--- src/core/ethib_defs.vh ---
`ifndef ETHIB_DEFS_VH
`define ETHIB_DEFS_VH

// Register byte offsets on the Avalon-MM slave.
`define ETHIB_OFS_CTRL        5'h00
`define ETHIB_OFS_PTR_LOW     5'h04
`define ETHIB_OFS_PTR_HIGH    5'h08
`define ETHIB_OFS_MODE        5'h0C
`define ETHIB_OFS_RX_RING     5'h10
`define ETHIB_OFS_TX_RING     5'h14

// Bit positions in main_control_status.
`define ETHIB_CTRL_INIT       0
`define ETHIB_CTRL_STOP       1
`define ETHIB_CTRL_INIT_DONE  2
`define ETHIB_CTRL_TX_RUN     3
`define ETHIB_CTRL_RX_RUN     4

// Setup block word indices, one 16-bit word each.
`define ETHIB_SW_MODE         4'h0
`define ETHIB_SW_STA0         4'h1
`define ETHIB_SW_STA1         4'h2
`define ETHIB_SW_STA2         4'h3
`define ETHIB_SW_HASH0        4'h4
`define ETHIB_SW_HASH1        4'h5
`define ETHIB_SW_HASH2        4'h6
`define ETHIB_SW_HASH3        4'h7
`define ETHIB_SW_RX_LOW       4'h8
`define ETHIB_SW_RX_HIGH      4'h9
`define ETHIB_SW_TX_LOW       4'hA
`define ETHIB_SW_TX_HIGH      4'hB
`define ETHIB_SETUP_WORDS     12
`define ETHIB_SETUP_LAST      4'hB
`define ETHIB_WORD_STEP       24'h000002

// Mode word bit positions.
`define ETHIB_MODE_ACCEPT_ALL 15
`define ETHIB_MODE_INT_WRAP   6
`define ETHIB_MODE_SINGLE     5
`define ETHIB_MODE_CLASH      4
`define ETHIB_MODE_CRC_OFF    3
`define ETHIB_MODE_LOOP       2
`define ETHIB_MODE_TX_OFF     1
`define ETHIB_MODE_RX_OFF     0

// Ring size field position inside the high ring word.
`define ETHIB_RING_SIZE_MSB   15
`define ETHIB_RING_SIZE_LSB   13

// Transmit attempt limits and loopback frame limits.
`define ETHIB_ATTEMPTS_MAX    5'h10
`define ETHIB_ATTEMPTS_ONE    5'h01
`define ETHIB_LOOP_MAX_DATA   6'h20
`define ETHIB_LOOP_MAX_CRC    3'h4

// Ethernet CRC generator constants and hash timing.
`define ETHIB_CRC_POLY        32'h04C11DB7
`define ETHIB_CRC_INIT        32'hFFFFFFFF
`define ETHIB_ADDR_LAST_BIT   6'h2F

`endif

--- src/core/ethib_addr_filter.v ---
`timescale 1ns/1ps
`include "ethib_defs.vh"

module ethib_addr_filter (
  input  wire        clk_i,
  input  wire        rst_n_i,
  input  wire        check_i,
  input  wire [47:0] dest_i,
  input  wire        from_net_i,
  input  wire        rx_enable_i,
  input  wire        accept_all_i,
  input  wire        internal_only_i,
  input  wire [47:0] station_i,
  input  wire [63:0] hash_mask_i,
  output reg         accept_o,
  output reg         done_o
);

  localparam [2:0] ST_IDLE   = 3'b001;
  localparam [2:0] ST_HASH   = 3'b010;
  localparam [2:0] ST_DECIDE = 3'b100;

  reg  [2:0]  state_reg;
  reg  [47:0] shift_reg;
  reg  [5:0]  count_reg;
  wire [31:0] crc_value;
  wire        start_hash;
  wire        is_group;
  wire        is_broadcast;

  assign is_group     = dest_i[0];
  assign is_broadcast = &dest_i;
  // A hash run starts only for a group address that no earlier test settles.
  assign start_hash   = (state_reg == ST_IDLE) && check_i && rx_enable_i &&
                        !(from_net_i && internal_only_i) && !accept_all_i &&
                        is_group && !is_broadcast;

  // The shared generator hashes the destination address.
  ethib_crc32 u_crc (
    .clk_i       (clk_i),
    .rst_n_i     (rst_n_i),
    .clear_i     (start_hash),
    .bit_valid_i (state_reg == ST_HASH),
    .bit_i       (shift_reg[0]),
    .crc_o       (crc_value)
  );

  // Decision sequencer; a check offered while busy is ignored.
  always @(posedge clk_i)
  begin
    if (!rst_n_i)
    begin
      state_reg <= ST_IDLE;
      shift_reg <= 48'h000000000000;
      count_reg <= 6'h00;
      accept_o  <= 1'b0;
      done_o    <= 1'b0;
    end
    else
    begin
      done_o <= 1'b0;
      case (state_reg)
        ST_IDLE:
        begin
          if (check_i)
          begin
            if (!rx_enable_i)
            begin
              accept_o <= 1'b0; // see RULE_18
              done_o   <= 1'b1;
            end
            else if (from_net_i && internal_only_i)
            begin
              accept_o <= 1'b0; // see RULE_15
              done_o   <= 1'b1;
            end
            else if (accept_all_i)
            begin
              accept_o <= 1'b1; // see RULE_05
              done_o   <= 1'b1;
            end
            else if (!is_group)
            begin
              accept_o <= (dest_i == station_i); // see RULE_20
              done_o   <= 1'b1;
            end
            else if (is_broadcast)
            begin
              accept_o <= 1'b1; // see RULE_21
              done_o   <= 1'b1;
            end
            else
            begin
              shift_reg <= dest_i;
              count_reg <= 6'h00;
              state_reg <= ST_HASH;
            end
          end
        end
        ST_HASH:
        begin
          shift_reg <= {1'b0, shift_reg[47:1]};
          count_reg <= count_reg + 6'h01;
          if (count_reg == `ETHIB_ADDR_LAST_BIT)
            state_reg <= ST_DECIDE;
        end
        ST_DECIDE:
        begin
          accept_o  <= hash_mask_i[crc_value[31:26]]; // see RULE_22
          done_o    <= 1'b1;
          state_reg <= ST_IDLE;
        end
        default:
          state_reg <= ST_IDLE;
      endcase
    end
  end

endmodule // ethib_addr_filter

--- src/core/ethib_crc32.v ---
`timescale 1ns/1ps
`include "ethib_defs.vh"

module ethib_crc32 #(
  parameter [31:0] POLY = `ETHIB_CRC_POLY,
  parameter [31:0] INIT = `ETHIB_CRC_INIT
) (
  input  wire        clk_i,
  input  wire        rst_n_i,
  input  wire        clear_i,
  input  wire        bit_valid_i,
  input  wire        bit_i,
  output wire [31:0] crc_o
);

  reg  [31:0] crc_reg;
  wire        feedback;

  // Feedback of the serial generator; bits arrive in transmission order.
  assign feedback = crc_reg[31] ^ bit_i;
  assign crc_o    = crc_reg;

  // Serial CRC register, one bit per clock while bits are offered.
  always @(posedge clk_i)
  begin
    if (!rst_n_i)
      crc_reg <= INIT;
    else if (clear_i)
      crc_reg <= INIT;
    else if (bit_valid_i)
      crc_reg <= {crc_reg[30:0], 1'b0} ^ (feedback ? POLY : 32'h00000000); // see RULE_25
  end

endmodule // ethib_crc32

--- src/core/ethib_top.v ---
//
// Contract
// RULE_01: Init trigger fetches 24-byte setup block by DMA.
// RULE_02: Software gives word-aligned setup pointer in two registers.
// RULE_03: Setup block parsed as twelve fixed 16-bit words.
// RULE_04: Software writes mode zero for normal operation.
// RULE_05: Accept-all mode accepts every destination.
// RULE_06: Software writes mode bits 14 to 7 zero.
// RULE_07: Single attempt: one try, retry failure on clash.
// RULE_08: Forced clash in internal wrap: sixteen attempts, failure.
// RULE_09: CRC off moves CRC logic to receiver.
// RULE_10: Loopback with CRC on: send, store, no check.
// RULE_11: Loopback with CRC off: software CRC, receiver checks.
// RULE_12: Loopback limits frame size, runt filter off.
// RULE_13: Loopback: whole frame in silo first, DMA later.
// RULE_14: Loopback: no transmit chaining, receive chaining kept.
// RULE_15: Internal wrap: no cable drive, no network frames.
// RULE_16: External loopback hashing needs software-supplied CRC.
// RULE_17: Transmitter off keeps transmit-running clear.
// RULE_18: Receiver off keeps receive-running clear, rejects all.
// RULE_19: Software gives unique station address, bit 0 clear.
// RULE_20: Physical destination must equal station address.
// RULE_21: Broadcast destination always accepted.
// RULE_22: Other group addresses filtered by CRC hash index.
// RULE_23: Ring size code gives power-of-two entry count.
// RULE_24: Software aligns ring bases to eight bytes.
// RULE_25: Hash uses standard Ethernet CRC in wire order.
`timescale 1ns/1ps
`include "ethib_defs.vh"

module ethib_top (
  input  wire        CORE_CLK_I,
  input  wire        RST_N_I,
  input  wire [4:0]  AVS_ADDRESS_I,
  input  wire        AVS_READ_I,
  input  wire        AVS_WRITE_I,
  input  wire [31:0] AVS_WRITEDATA_I,
  input  wire [3:0]  AVS_BYTEENABLE_I,
  output reg  [31:0] AVS_READDATA_O,
  output reg         AVS_WAITREQUEST_O,
  output reg         DMA_READ_O,
  output reg  [23:0] DMA_ADDRESS_O,
  input  wire [15:0] DMA_READDATA_I,
  input  wire        DMA_WAITREQUEST_I,
  input  wire        RX_CHECK_I,
  input  wire [47:0] RX_DEST_I,
  input  wire        RX_FROM_NET_I,
  output wire        RX_ACCEPT_O,
  output wire        RX_DONE_O,
  output reg         TX_CRC_APPEND_O,
  output reg         RX_CRC_CHECK_O,
  output reg         RX_CRC_STORE_O,
  output reg         LOOPBACK_O,
  output reg         NET_DRIVE_EN_O,
  output reg         FORCE_CLASH_O,
  output reg  [4:0]  TX_ATTEMPT_LIMIT_O,
  output reg         RUNT_FILTER_EN_O,
  output reg  [5:0]  LOOP_MAX_DATA_O,
  output reg  [2:0]  LOOP_MAX_CRC_O,
  output reg         TX_WHOLE_FIRST_O,
  output reg         RX_DMA_AFTER_END_O,
  output reg         TX_CHAIN_EN_O,
  output reg         TRANSMIT_RUNNING_O,
  output reg         RECEIVE_RUNNING_O,
  output reg  [23:0] RX_RING_BASE_O,
  output reg  [7:0]  RX_RING_ENTRIES_O,
  output reg  [23:0] TX_RING_BASE_O,
  output reg  [7:0]  TX_RING_ENTRIES_O
);

  localparam [2:0] ST_IDLE   = 3'b001;
  localparam [2:0] ST_READ   = 3'b010;
  localparam [2:0] ST_FINISH = 3'b100;

  reg  [15:0] setup_word [0:`ETHIB_SETUP_WORDS-1];
  reg  [2:0]  state_reg;
  reg  [3:0]  word_idx_reg;
  reg  [15:0] ptr_low_reg;
  reg  [7:0]  ptr_high_reg;
  reg         init_done_reg;
  reg         tx_running_reg;
  reg         rx_running_reg;
  reg  [31:0] read_next;
  wire [15:0] mode_word;
  wire [47:0] station_address;
  wire [63:0] group_hash_mask;
  wire [23:0] rx_ring_base;
  wire [2:0]  rx_ring_size_log2;
  wire [23:0] tx_ring_base;
  wire [2:0]  tx_ring_size_log2;
  wire        accept_all_frames;
  wire        internal_wrap_select;
  wire        single_attempt;
  wire        forced_clash_test;
  wire        crc_generation_off;
  wire        loopback_on;
  wire        transmitter_off;
  wire        receiver_off;
  wire        bus_request;
  wire        bus_write;
  wire        ctrl_write;
  wire        busy;
  wire        start_init;
  wire        stop_now;
  wire        word_taken;
  integer     i;

  // Fixed word layout of the fetched setup block.
  assign mode_word         = setup_word[`ETHIB_SW_MODE]; // see RULE_03
  assign station_address   = {setup_word[`ETHIB_SW_STA2], setup_word[`ETHIB_SW_STA1],
                              setup_word[`ETHIB_SW_STA0]};
  assign group_hash_mask   = {setup_word[`ETHIB_SW_HASH3], setup_word[`ETHIB_SW_HASH2],
                              setup_word[`ETHIB_SW_HASH1], setup_word[`ETHIB_SW_HASH0]};
  assign rx_ring_base      = {setup_word[`ETHIB_SW_RX_HIGH][7:0], setup_word[`ETHIB_SW_RX_LOW]};
  assign rx_ring_size_log2 = setup_word[`ETHIB_SW_RX_HIGH][`ETHIB_RING_SIZE_MSB:`ETHIB_RING_SIZE_LSB];
  assign tx_ring_base      = {setup_word[`ETHIB_SW_TX_HIGH][7:0], setup_word[`ETHIB_SW_TX_LOW]};
  assign tx_ring_size_log2 = setup_word[`ETHIB_SW_TX_HIGH][`ETHIB_RING_SIZE_MSB:`ETHIB_RING_SIZE_LSB];

  // Mode bits; reserved bits 14 to 7 are not decoded.
  assign accept_all_frames    = mode_word[`ETHIB_MODE_ACCEPT_ALL];
  assign internal_wrap_select = mode_word[`ETHIB_MODE_INT_WRAP];
  assign single_attempt       = mode_word[`ETHIB_MODE_SINGLE];
  assign forced_clash_test    = mode_word[`ETHIB_MODE_CLASH];
  assign crc_generation_off   = mode_word[`ETHIB_MODE_CRC_OFF];
  assign loopback_on          = mode_word[`ETHIB_MODE_LOOP];
  assign transmitter_off      = mode_word[`ETHIB_MODE_TX_OFF];
  assign receiver_off         = mode_word[`ETHIB_MODE_RX_OFF];

  // Bus decode; a write lands in the cycle its wait state is lifted.
  assign bus_request = AVS_READ_I || AVS_WRITE_I;
  assign bus_write   = AVS_WRITE_I && !AVS_WAITREQUEST_O;
  assign ctrl_write  = bus_write && (AVS_ADDRESS_I == `ETHIB_OFS_CTRL) && AVS_BYTEENABLE_I[0];
  assign busy        = (state_reg != ST_IDLE);
  assign start_init  = ctrl_write && !busy && AVS_WRITEDATA_I[`ETHIB_CTRL_INIT];
  assign stop_now    = ctrl_write && !busy && !AVS_WRITEDATA_I[`ETHIB_CTRL_INIT] &&
                       AVS_WRITEDATA_I[`ETHIB_CTRL_STOP];
  assign word_taken  = (state_reg == ST_READ) && DMA_READ_O && !DMA_WAITREQUEST_I;

  // Read data multiplexer; unmapped offsets read as zero.
  always @*
  begin
    read_next = 32'h00000000;
    case (AVS_ADDRESS_I)
      `ETHIB_OFS_CTRL:
      begin
        read_next[`ETHIB_CTRL_INIT]      = busy;
        read_next[`ETHIB_CTRL_INIT_DONE] = init_done_reg;
        read_next[`ETHIB_CTRL_TX_RUN]    = tx_running_reg;
        read_next[`ETHIB_CTRL_RX_RUN]    = rx_running_reg;
      end
      `ETHIB_OFS_PTR_LOW:  read_next[15:0] = ptr_low_reg;
      `ETHIB_OFS_PTR_HIGH: read_next[7:0]  = ptr_high_reg;
      `ETHIB_OFS_MODE:     read_next[15:0] = mode_word;
      `ETHIB_OFS_RX_RING:  read_next = {rx_ring_size_log2, 5'h00, rx_ring_base};
      `ETHIB_OFS_TX_RING:  read_next = {tx_ring_size_log2, 5'h00, tx_ring_base};
      default:             read_next = 32'h00000000;
    endcase
  end

  // One wait state per access, then read data is presented with the release.
  always @(posedge CORE_CLK_I)
  begin
    if (!RST_N_I)
    begin
      AVS_WAITREQUEST_O <= 1'b1;
      AVS_READDATA_O    <= 32'h00000000;
    end
    else
    begin
      AVS_WAITREQUEST_O <= !(bus_request && AVS_WAITREQUEST_O);
      if (AVS_READ_I && AVS_WAITREQUEST_O)
        AVS_READDATA_O <= read_next;
    end
  end

  // Setup pointer registers; the low bit is held at zero.
  always @(posedge CORE_CLK_I)
  begin
    if (!RST_N_I)
    begin
      ptr_low_reg  <= 16'h0000;
      ptr_high_reg <= 8'h00;
    end
    else if (bus_write)
    begin
      if (AVS_ADDRESS_I == `ETHIB_OFS_PTR_LOW)
      begin
        if (AVS_BYTEENABLE_I[0])
          ptr_low_reg[7:0] <= {AVS_WRITEDATA_I[7:1], 1'b0}; // see RULE_02
        if (AVS_BYTEENABLE_I[1])
          ptr_low_reg[15:8] <= AVS_WRITEDATA_I[15:8];
      end
      if ((AVS_ADDRESS_I == `ETHIB_OFS_PTR_HIGH) && AVS_BYTEENABLE_I[0])
        ptr_high_reg <= AVS_WRITEDATA_I[7:0];
    end
  end

  // Setup fetch sequencer; each word is held on the DMA port until taken.
  always @(posedge CORE_CLK_I)
  begin
    if (!RST_N_I)
    begin
      state_reg     <= ST_IDLE;
      word_idx_reg  <= 4'h0;
      DMA_READ_O    <= 1'b0;
      DMA_ADDRESS_O <= 24'h000000;
      for (i = 0; i < `ETHIB_SETUP_WORDS; i = i + 1)
        setup_word[i] <= 16'h0000;
    end
    else
    begin
      case (state_reg)
        ST_IDLE:
        begin
          if (start_init)
          begin
            state_reg     <= ST_READ; // see RULE_01
            word_idx_reg  <= 4'h0;
            DMA_READ_O    <= 1'b1;
            DMA_ADDRESS_O <= {ptr_high_reg, ptr_low_reg[15:1], 1'b0};
          end
        end
        ST_READ:
        begin
          if (word_taken)
          begin
            setup_word[word_idx_reg] <= DMA_READDATA_I; // see RULE_03
            if (word_idx_reg == `ETHIB_SETUP_LAST)
            begin
              DMA_READ_O <= 1'b0;
              state_reg  <= ST_FINISH;
            end
            else
            begin
              word_idx_reg  <= word_idx_reg + 4'h1;
              DMA_ADDRESS_O <= DMA_ADDRESS_O + `ETHIB_WORD_STEP;
            end
          end
        end
        ST_FINISH:
          state_reg <= ST_IDLE;
        default:
          state_reg <= ST_IDLE;
      endcase
    end
  end

  // Status flags; init-done set wins over a write-one clear.
  always @(posedge CORE_CLK_I)
  begin
    if (!RST_N_I)
    begin
      init_done_reg  <= 1'b0;
      tx_running_reg <= 1'b0;
      rx_running_reg <= 1'b0;
    end
    else
    begin
      if (state_reg == ST_FINISH)
      begin
        init_done_reg  <= 1'b1;
        tx_running_reg <= !transmitter_off; // see RULE_17
        rx_running_reg <= !receiver_off; // see RULE_18
      end
      else
      begin
        if (ctrl_write && AVS_WRITEDATA_I[`ETHIB_CTRL_INIT_DONE])
          init_done_reg <= 1'b0;
        if (start_init || stop_now)
        begin
          tx_running_reg <= 1'b0;
          rx_running_reg <= 1'b0;
        end
      end
    end
  end

  // Mode-derived controls for the data path, refreshed when a fetch ends.
  always @(posedge CORE_CLK_I)
  begin
    if (!RST_N_I)
    begin
      TX_CRC_APPEND_O    <= 1'b0;
      RX_CRC_CHECK_O     <= 1'b0;
      RX_CRC_STORE_O     <= 1'b0;
      LOOPBACK_O         <= 1'b0;
      NET_DRIVE_EN_O     <= 1'b0;
      FORCE_CLASH_O      <= 1'b0;
      TX_ATTEMPT_LIMIT_O <= `ETHIB_ATTEMPTS_MAX;
      RUNT_FILTER_EN_O   <= 1'b1;
      LOOP_MAX_DATA_O    <= 6'h00;
      LOOP_MAX_CRC_O     <= 3'h0;
      TX_WHOLE_FIRST_O   <= 1'b0;
      RX_DMA_AFTER_END_O <= 1'b0;
      TX_CHAIN_EN_O      <= 1'b1;
      RX_RING_BASE_O     <= 24'h000000;
      RX_RING_ENTRIES_O  <= 8'h01;
      TX_RING_BASE_O     <= 24'h000000;
      TX_RING_ENTRIES_O  <= 8'h01;
    end
    else if (state_reg == ST_FINISH)
    begin
      TX_CRC_APPEND_O    <= !crc_generation_off; // see RULE_09
      RX_CRC_CHECK_O     <= !(loopback_on && !crc_generation_off); // see RULE_10 see RULE_11
      RX_CRC_STORE_O     <= loopback_on && !crc_generation_off; // see RULE_10
      LOOPBACK_O         <= loopback_on; // see RULE_12
      NET_DRIVE_EN_O     <= !(loopback_on && internal_wrap_select); // see RULE_15
      FORCE_CLASH_O      <= forced_clash_test && loopback_on && internal_wrap_select; // see RULE_08
      TX_ATTEMPT_LIMIT_O <= single_attempt ? `ETHIB_ATTEMPTS_ONE : `ETHIB_ATTEMPTS_MAX; // see RULE_07
      RUNT_FILTER_EN_O   <= !loopback_on; // see RULE_12
      LOOP_MAX_DATA_O    <= loopback_on ? `ETHIB_LOOP_MAX_DATA : 6'h00; // see RULE_12
      LOOP_MAX_CRC_O     <= loopback_on ? `ETHIB_LOOP_MAX_CRC : 3'h0;
      TX_WHOLE_FIRST_O   <= loopback_on; // see RULE_13
      RX_DMA_AFTER_END_O <= loopback_on; // see RULE_13
      TX_CHAIN_EN_O      <= !loopback_on; // see RULE_14
      RX_RING_BASE_O     <= rx_ring_base;
      RX_RING_ENTRIES_O  <= 8'h01 << rx_ring_size_log2; // see RULE_23
      TX_RING_BASE_O     <= tx_ring_base;
      TX_RING_ENTRIES_O  <= 8'h01 << tx_ring_size_log2; // see RULE_23
    end
  end

  // Running flags mirrored to the ports.
  always @(posedge CORE_CLK_I)
  begin
    if (!RST_N_I)
    begin
      TRANSMIT_RUNNING_O <= 1'b0;
      RECEIVE_RUNNING_O  <= 1'b0;
    end
    else
    begin
      TRANSMIT_RUNNING_O <= tx_running_reg;
      RECEIVE_RUNNING_O  <= rx_running_reg;
    end
  end

  // Destination address filter for incoming frames.
  ethib_addr_filter u_filter (
    .clk_i           (CORE_CLK_I),
    .rst_n_i         (RST_N_I),
    .check_i         (RX_CHECK_I),
    .dest_i          (RX_DEST_I),
    .from_net_i      (RX_FROM_NET_I),
    .rx_enable_i     (rx_running_reg),
    .accept_all_i    (accept_all_frames),
    .internal_only_i (loopback_on && internal_wrap_select),
    .station_i       (station_address),
    .hash_mask_i     (group_hash_mask),
    .accept_o        (RX_ACCEPT_O),
    .done_o          (RX_DONE_O)
  );

endmodule // ethib_top

--- config.mk ---
export PLATFORM = sky130hd
export DESIGN_NAME = ethib_top
export DESIGN_NICKNAME = d
export VERILOG_FILES = /design/src/core/ethib_addr_filter.v /design/src/core/ethib_crc32.v /design/src/core/ethib_top.v
export VERILOG_INCLUDE_DIRS = /design/src /design/src/core
export SDC_FILE = /design/constraint.sdc
export NUM_CORES = 1
export LEC_CHECK = 0
export BUFFER_PORTS_ARGS = -buffer_cell sky130_fd_sc_hd__buf_2
export CORE_ASPECT_RATIO = 0.6
export CORE_UTILIZATION = 54
export CTS_BUF_LIST = sky130_fd_sc_hd__clkbuf_2
export CTS_CLUSTER_SIZE = 20
export DETAILED_ROUTE_END_ITERATION = 6
export GPL_TIMING_DRIVEN = 1
export PLACE_DENSITY = 0.8
export SYNTH_ARGS = -nofsm -noshare
export SYNTH_HDL_FRONTEND = slang
export SYNTH_SLANG_ARGS = --single-unit
--- constraint.sdc ---
create_clock -name CORE_CLK_I -period 2.6 [get_ports CORE_CLK_I]
set_input_delay 0.26 -clock CORE_CLK_I [delete_from_list [all_inputs] [get_ports CORE_CLK_I]]
set_output_delay 0.26 -clock CORE_CLK_I [all_outputs]
set_load 0.05 [all_outputs]
### Word level (Yosys, flattened, before mapping)

Memories as Yosys holds them, arrays and structs flattened.
Index checks and enable logic that the tools add are counted.

| storage, ports and cells | value |
|---|---|
| RAM bits | 192 |
| register bits after elaboration | 269 |
| memories | 1 |

Memories:

| name | depth | width | read ports | clocked after memory_dff | wr ports | line | source |
|---|---|---|---|---|---|---|---|
| setup_word | 12 | 16 | 12 | 0 | 12 | ethib_top.v:75 | `` reg [15:0] setup_word [0:`ETHIB_SETUP_WORDS-1]; `` |

| operators by class | value |
|---|---|
| shift operators | 2 |
| multiplexer cells | 77 |
| $add $sub $neg | 3 |
| equal/unequal tests | 27 |
| bitwise gates (word level) | 3 |
| $lt $le $gt $ge | 1 |
| reductions and logical operators | 58 |

Operators with widths:

| cell | count |
|---|---|
| $mux W48 | 6 |
| $pmux W48 S2 | 1 |
| $mux W24 | 3 |
| $eq A48 B48 Y1 | 1 |
| $pmux W24 S2 | 1 |
| $reduce_and A48 Y1 | 1 |
| $mux W6 | 7 |
| $mux W3 | 11 |
| $pmux W16 S2 | 1 |
| $pmux W8 S4 | 1 |
| $xor A32 B27 Y32 | 1 |
| $mux W1 | 27 |
| $mux W27 | 1 |
| $add A24 B2 Y24 const B | 1 |
| $logic_and A1 B1 Y1 | 24 |
| $ne A2 B2 Y1 const B | 9 |
| $pmux W3 S6 | 1 |
| $mux W16 | 1 |
| $mux W4 | 4 |
| $reduce_or A16 Y1 | 1 |
| $shl A1 B3 Y8 const A | 2 |
| $pmux W3 S5 | 1 |
| $logic_not A1 Y1 | 14 |
| $reduce_and A7 Y1 | 2 |
| 30 further kinds | 49 |

### Longest topological paths before layout

| depth | value |
|---|---|
| depth after elaboration | 10 |
| depth in mapped cells | 9 |
| mapped depth without buffers | 7 |

### Modules after synthesis

A second synthesis with hierarchy kept.

| second synthesis, totals | value |
|---|---|
| cell total of the unflattened synthesis | 1,865 |
| area total of the unflattened synthesis | 19,575.0 sq um |

Modules (own cells, without submodules):

| module | area each (sq um) | instances | cells an instance |
|---|---|---|---|
| ethib_top | 14,239.9 | 1 | 1,341 |
| ethib_addr_filter | 3,836.2 | 1 | 400 |
| ethib_crc32 | 1,498.9 | 1 | 124 |

### Worst setup path after synthesis

No wires, ideal clock.

| timing | value |
|---|---|
| path type | register to register |
| from | register DMA_READ_O |
| to | memory setup_word[4][0], enable pin |
| cell stages (with the launch flop) | 5 |
| slack | -0.136 ns |
| data arrival time | 2.325 ns |
| required time | 2.189 ns |
| cells stage by stage | dfxtp_1 -> nand2b_1 -> nor2_1 -> nand2_1 -> o21ai_0 |

RTL lines:

| what | line | source |
|---|---|---|
| start: declaration | ethib_top.v:41 | `output reg DMA_READ_O,` |
| start signal: assignment | ethib_top.v:205 | `DMA_READ_O <= 1'b0;` |
| start signal: assignment | ethib_top.v:219 | `DMA_READ_O <= 1'b1;` |
| start signal: assignment | ethib_top.v:230 | `DMA_READ_O <= 1'b0;` |
| end: declaration | ethib_top.v:75 |  |

### Worst setup path in the final report

| timing | value |
|---|---|
| from | input port RX_DEST_I[26] |
| to | register u_filter.shift_reg[32] |

| between the ends | value |
|---|---|
| word-level cells in the longest chain between the ends | 3 |

Ends and longest elaborated chain:

| what | line | source |
|---|---|---|
| start: declaration | ethib_top.v:46 | `input wire [47:0] RX_DEST_I,` |
| $reduce_and A48 Y1 | ethib_addr_filter.v:32 | `assign is_broadcast = &dest_i;` |
| $ne A2 B2 Y1 (no line) | n/a |  |
| $reduce_and A7 Y1 (no line) | n/a |  |
| end signal: assignment | ethib_addr_filter.v:94 | `shift_reg <= dest_i;` |
| end signal: assignment | ethib_addr_filter.v:102 | `shift_reg <= {1'b0, shift_reg[47:1]};` |
| end: declaration | ethib_addr_filter.v:24 | `reg [47:0] shift_reg;` |

No other way between the ends.
A chain may end at the register's enable or synchronous reset.

==> impl_metrics.toml <==
[outcome]
outcome = "finished, violations left"
violations = "design-rule violations"

[detailed_routing]
drt-wirelength-per-cell_um = 21.5
vias = 16700
totalWireLength_mm = 60.5
via_per_inst = 5.96
drt-pass1-iter-count = 7
dr.first_iter.drc_count = 2524
drc = 4
postRouteAntennaNets = 0

[sta]
finalSetupViolCount = 0
maxSlewViolCount = 0
finalSetupTns_ps = 0
max_freq_ghz = 0.391
worstMarginPinSlew_ps = 917
period_minus_slack_ps = 2560
rsz0062_at_grt = "false"
slew_headroom_pct = 38.7
clock_skew_ps = 164
hold_violations = 0
finalCritPeriodShare_pct = 98.4

[final_layout]
layout_commonest_cell = "nand2_1"
largest_register_ff_count = 182
stdcell_count = 2809
fill_cells = 2496
regArea_um2 = 10500
fin_nets = 2395
area_growth_pct = 22.9
final_cell_area_um2 = 22900
drive_gt1_share_pct = 21.3
diodes = 0
post-route-util_pct = 67.7
multi_input_area_um2 = 7550
final_cell_mix = "nand2_1 (308), dfxtp_1 (251), buf_2 (227)"

[setup_path]
crit_path_max_fanout = 48
cp_top_family = "buffers and inverters"
cp-start-kind = "input pin"
arrival_ps = 3580
endpoint_kind = "flop"
required_ps = 3620
slowest_stage = "nor4_1"
path_cells = "dlygate4sd3_1 -> buf_2 -> nand4_1 -> nor4_1 -> a31oi_4 -> nand2_1 -> buf_12 -> nand2_1 -> a31oi_1 -> dlygate4sd3_1"
path_class = "input pin to flop"
slowest_delay_ps = 680
critPathBufInv = 4

[global_routing]
grt_overflow = 0
grt_util_met2_pct = 50.3
grt_pass1_vias = 16200
top_usage_layer = "met2"
grt_pass1_wl_mm = 92.4
grt_usage_pct = 33.8
grt_max_degree = 101
met3_usage_pct = 11.2
use_met1_pct = 45.3
antenna_found_initial = 3

[synthesis]
synth_edf_count = 182
yosys_warnings = 0
ys.flop_type = "dfxtp_1"
synth-seq-cells = 433
ys_types = 66
yosysTopAreaCell = "edfxtp_1"
seq_area_frac_synth_pct = 56.2
synth_area_um2 = 18700
synth_top_area_share_pct = 29.3
avgSynthCellArea_um2 = 10.0
async_flop_share_pct = 0
synthTopCellsByArea = "edfxtp_1 (29%), dfxtp_1 (27%), and2_1 (6.3%)"
synthCells = 1865

[clocking]
cts_buffers = 98
worstSkewPairLatency_ps = 1130
clkTransAtPathRegs_ps = 130
cts_tree = "done"
clock_path_buffers = 3
h-tree-depth = 3
clockRootBuffer = "clkbuf_2"
cts_sinks = 433

[floorplan]
die_y_um = 146
core-area_um2 = 33900
rows = 52
fp.dieW_um = 242
start_util_pct = 55.1
ios = 262
dieArea_um2 = 35400

[place]
placed_area_um2 = 20400
gp_congestion = 0.946
portBuffers = 227
hpwl_mm = 36.8
dp_cells = 2481

[power_and_ir_drop]
p_leak_uw = 0.00924
peakVddDrop_v = 0.000582
power_density_nw_per_um2 = 567
total_power_uw = 13000

[worst_hold_path]
hold_path_class = "input pin to flop"

[job]
cap_violations = 0
[stage by stage]
step / setup slack (ps) / hold slack [ps]
after floorplan: -136 / 376
after global placement: 273 / 437
after detailed placement: 213 / 440
after CTS: 42.6 / 8.37
after global routing: 2.99 / 33.3
final: 40.5 / 66.3
[final timing paths]
| path | start | endpoint | slack (ps) | cells past startpoint |
|---|---|---|---|---|
| setup reg to reg | setup_word[0][2] | u_filter.shift_reg[32] | 60 | 8 |
| setup / recovery | RX_DEST_I[26] | u_filter.shift_reg[32] | 40 | 10 |
| hold / removal | RX_DEST_I[41] | u_filter.shift_reg[41] | 70 | 4 |
| hold reg to reg | u_filter.u_crc.crc_o[23] | u_filter.u_crc.crc_o[24] | 440 | 2 |
[timing repair]
item | in CTS | in global routing
hold buffers | 155 | 0
endpoints found under the hold margin | 317 | 0
setup buffers | 0 | 0
gates resized for setup | 0 | 6
endpoints found under the setup margin | 0 | 22
[routing by layer]
layer | share of wire, % | wire (um)
met5 | 0.048 | 29
met1 | 39 | 23400
met2 | 44 | 26400
met3 | 13 | 8050
met4 | 4.4 | 2640
[cells in the mapped netlist, drive strengths merged, types with 3 or more instances]
cell and count:
a2111oi 4, a211oi 6, a21o 3, a21oi 117
a221oi 14, a222oi 7, a22oi 6, a311oi 4
a31oi 50, and2 189, and3 6, buf 46
clkbuf 112, dfxtp 251, edfxtp 182, ha 6
inv 12, mux2 8, mux2i 43, mux4 17
nand2 310, nand2b 8, nand3 38, nand3b 3
nand4 23, nand4b 4, nor2 121, nor3 30
nor3b 5, nor4 20, nor4b 5, o211ai 20
o21ai 81, o221a 4, o221ai 7, o22ai 6
o31ai 6, o32ai 3, or3 4, xnor2 15
xor2 51
[tightest hold or removal path: stages]
cell and delay [ps]:
dlygate4sd3_1 540, buf_2 170, nand2_1 60, a31oi_1 70
[layout make-up]
type,count,share of cell area [%]
sequential,433,45.7
timing repair buffer,455,14.6
multi-input combinational,1276,32.9
inverter,13,0.224
tap,459,2.50
clock inverter,23,0.796
clock buffer,150,3.27
[report_power, final]
part	switching [uW]	internal [uW]	total (uW)
Clock	2870	1830	4700
Combinational	627	357	984
Sequential	111	7220	7330
Total	3600	9410	13000
[logic make-up after synthesis]
group,after synthesis,synth area share [%]
multiplexers,68,4.84
adder cells (fa/ha/maj),6,0.402
flip-flops,433,56.2
other,1,0.0201
buffers and inverters,171,3.95
XOR/XNOR,66,3.10
AND/OR/NAND/NOR,775,20.1
AO/OA/AOI/OAI,345,11.4
No activity file was read; power rests on OpenSTA's default activity.
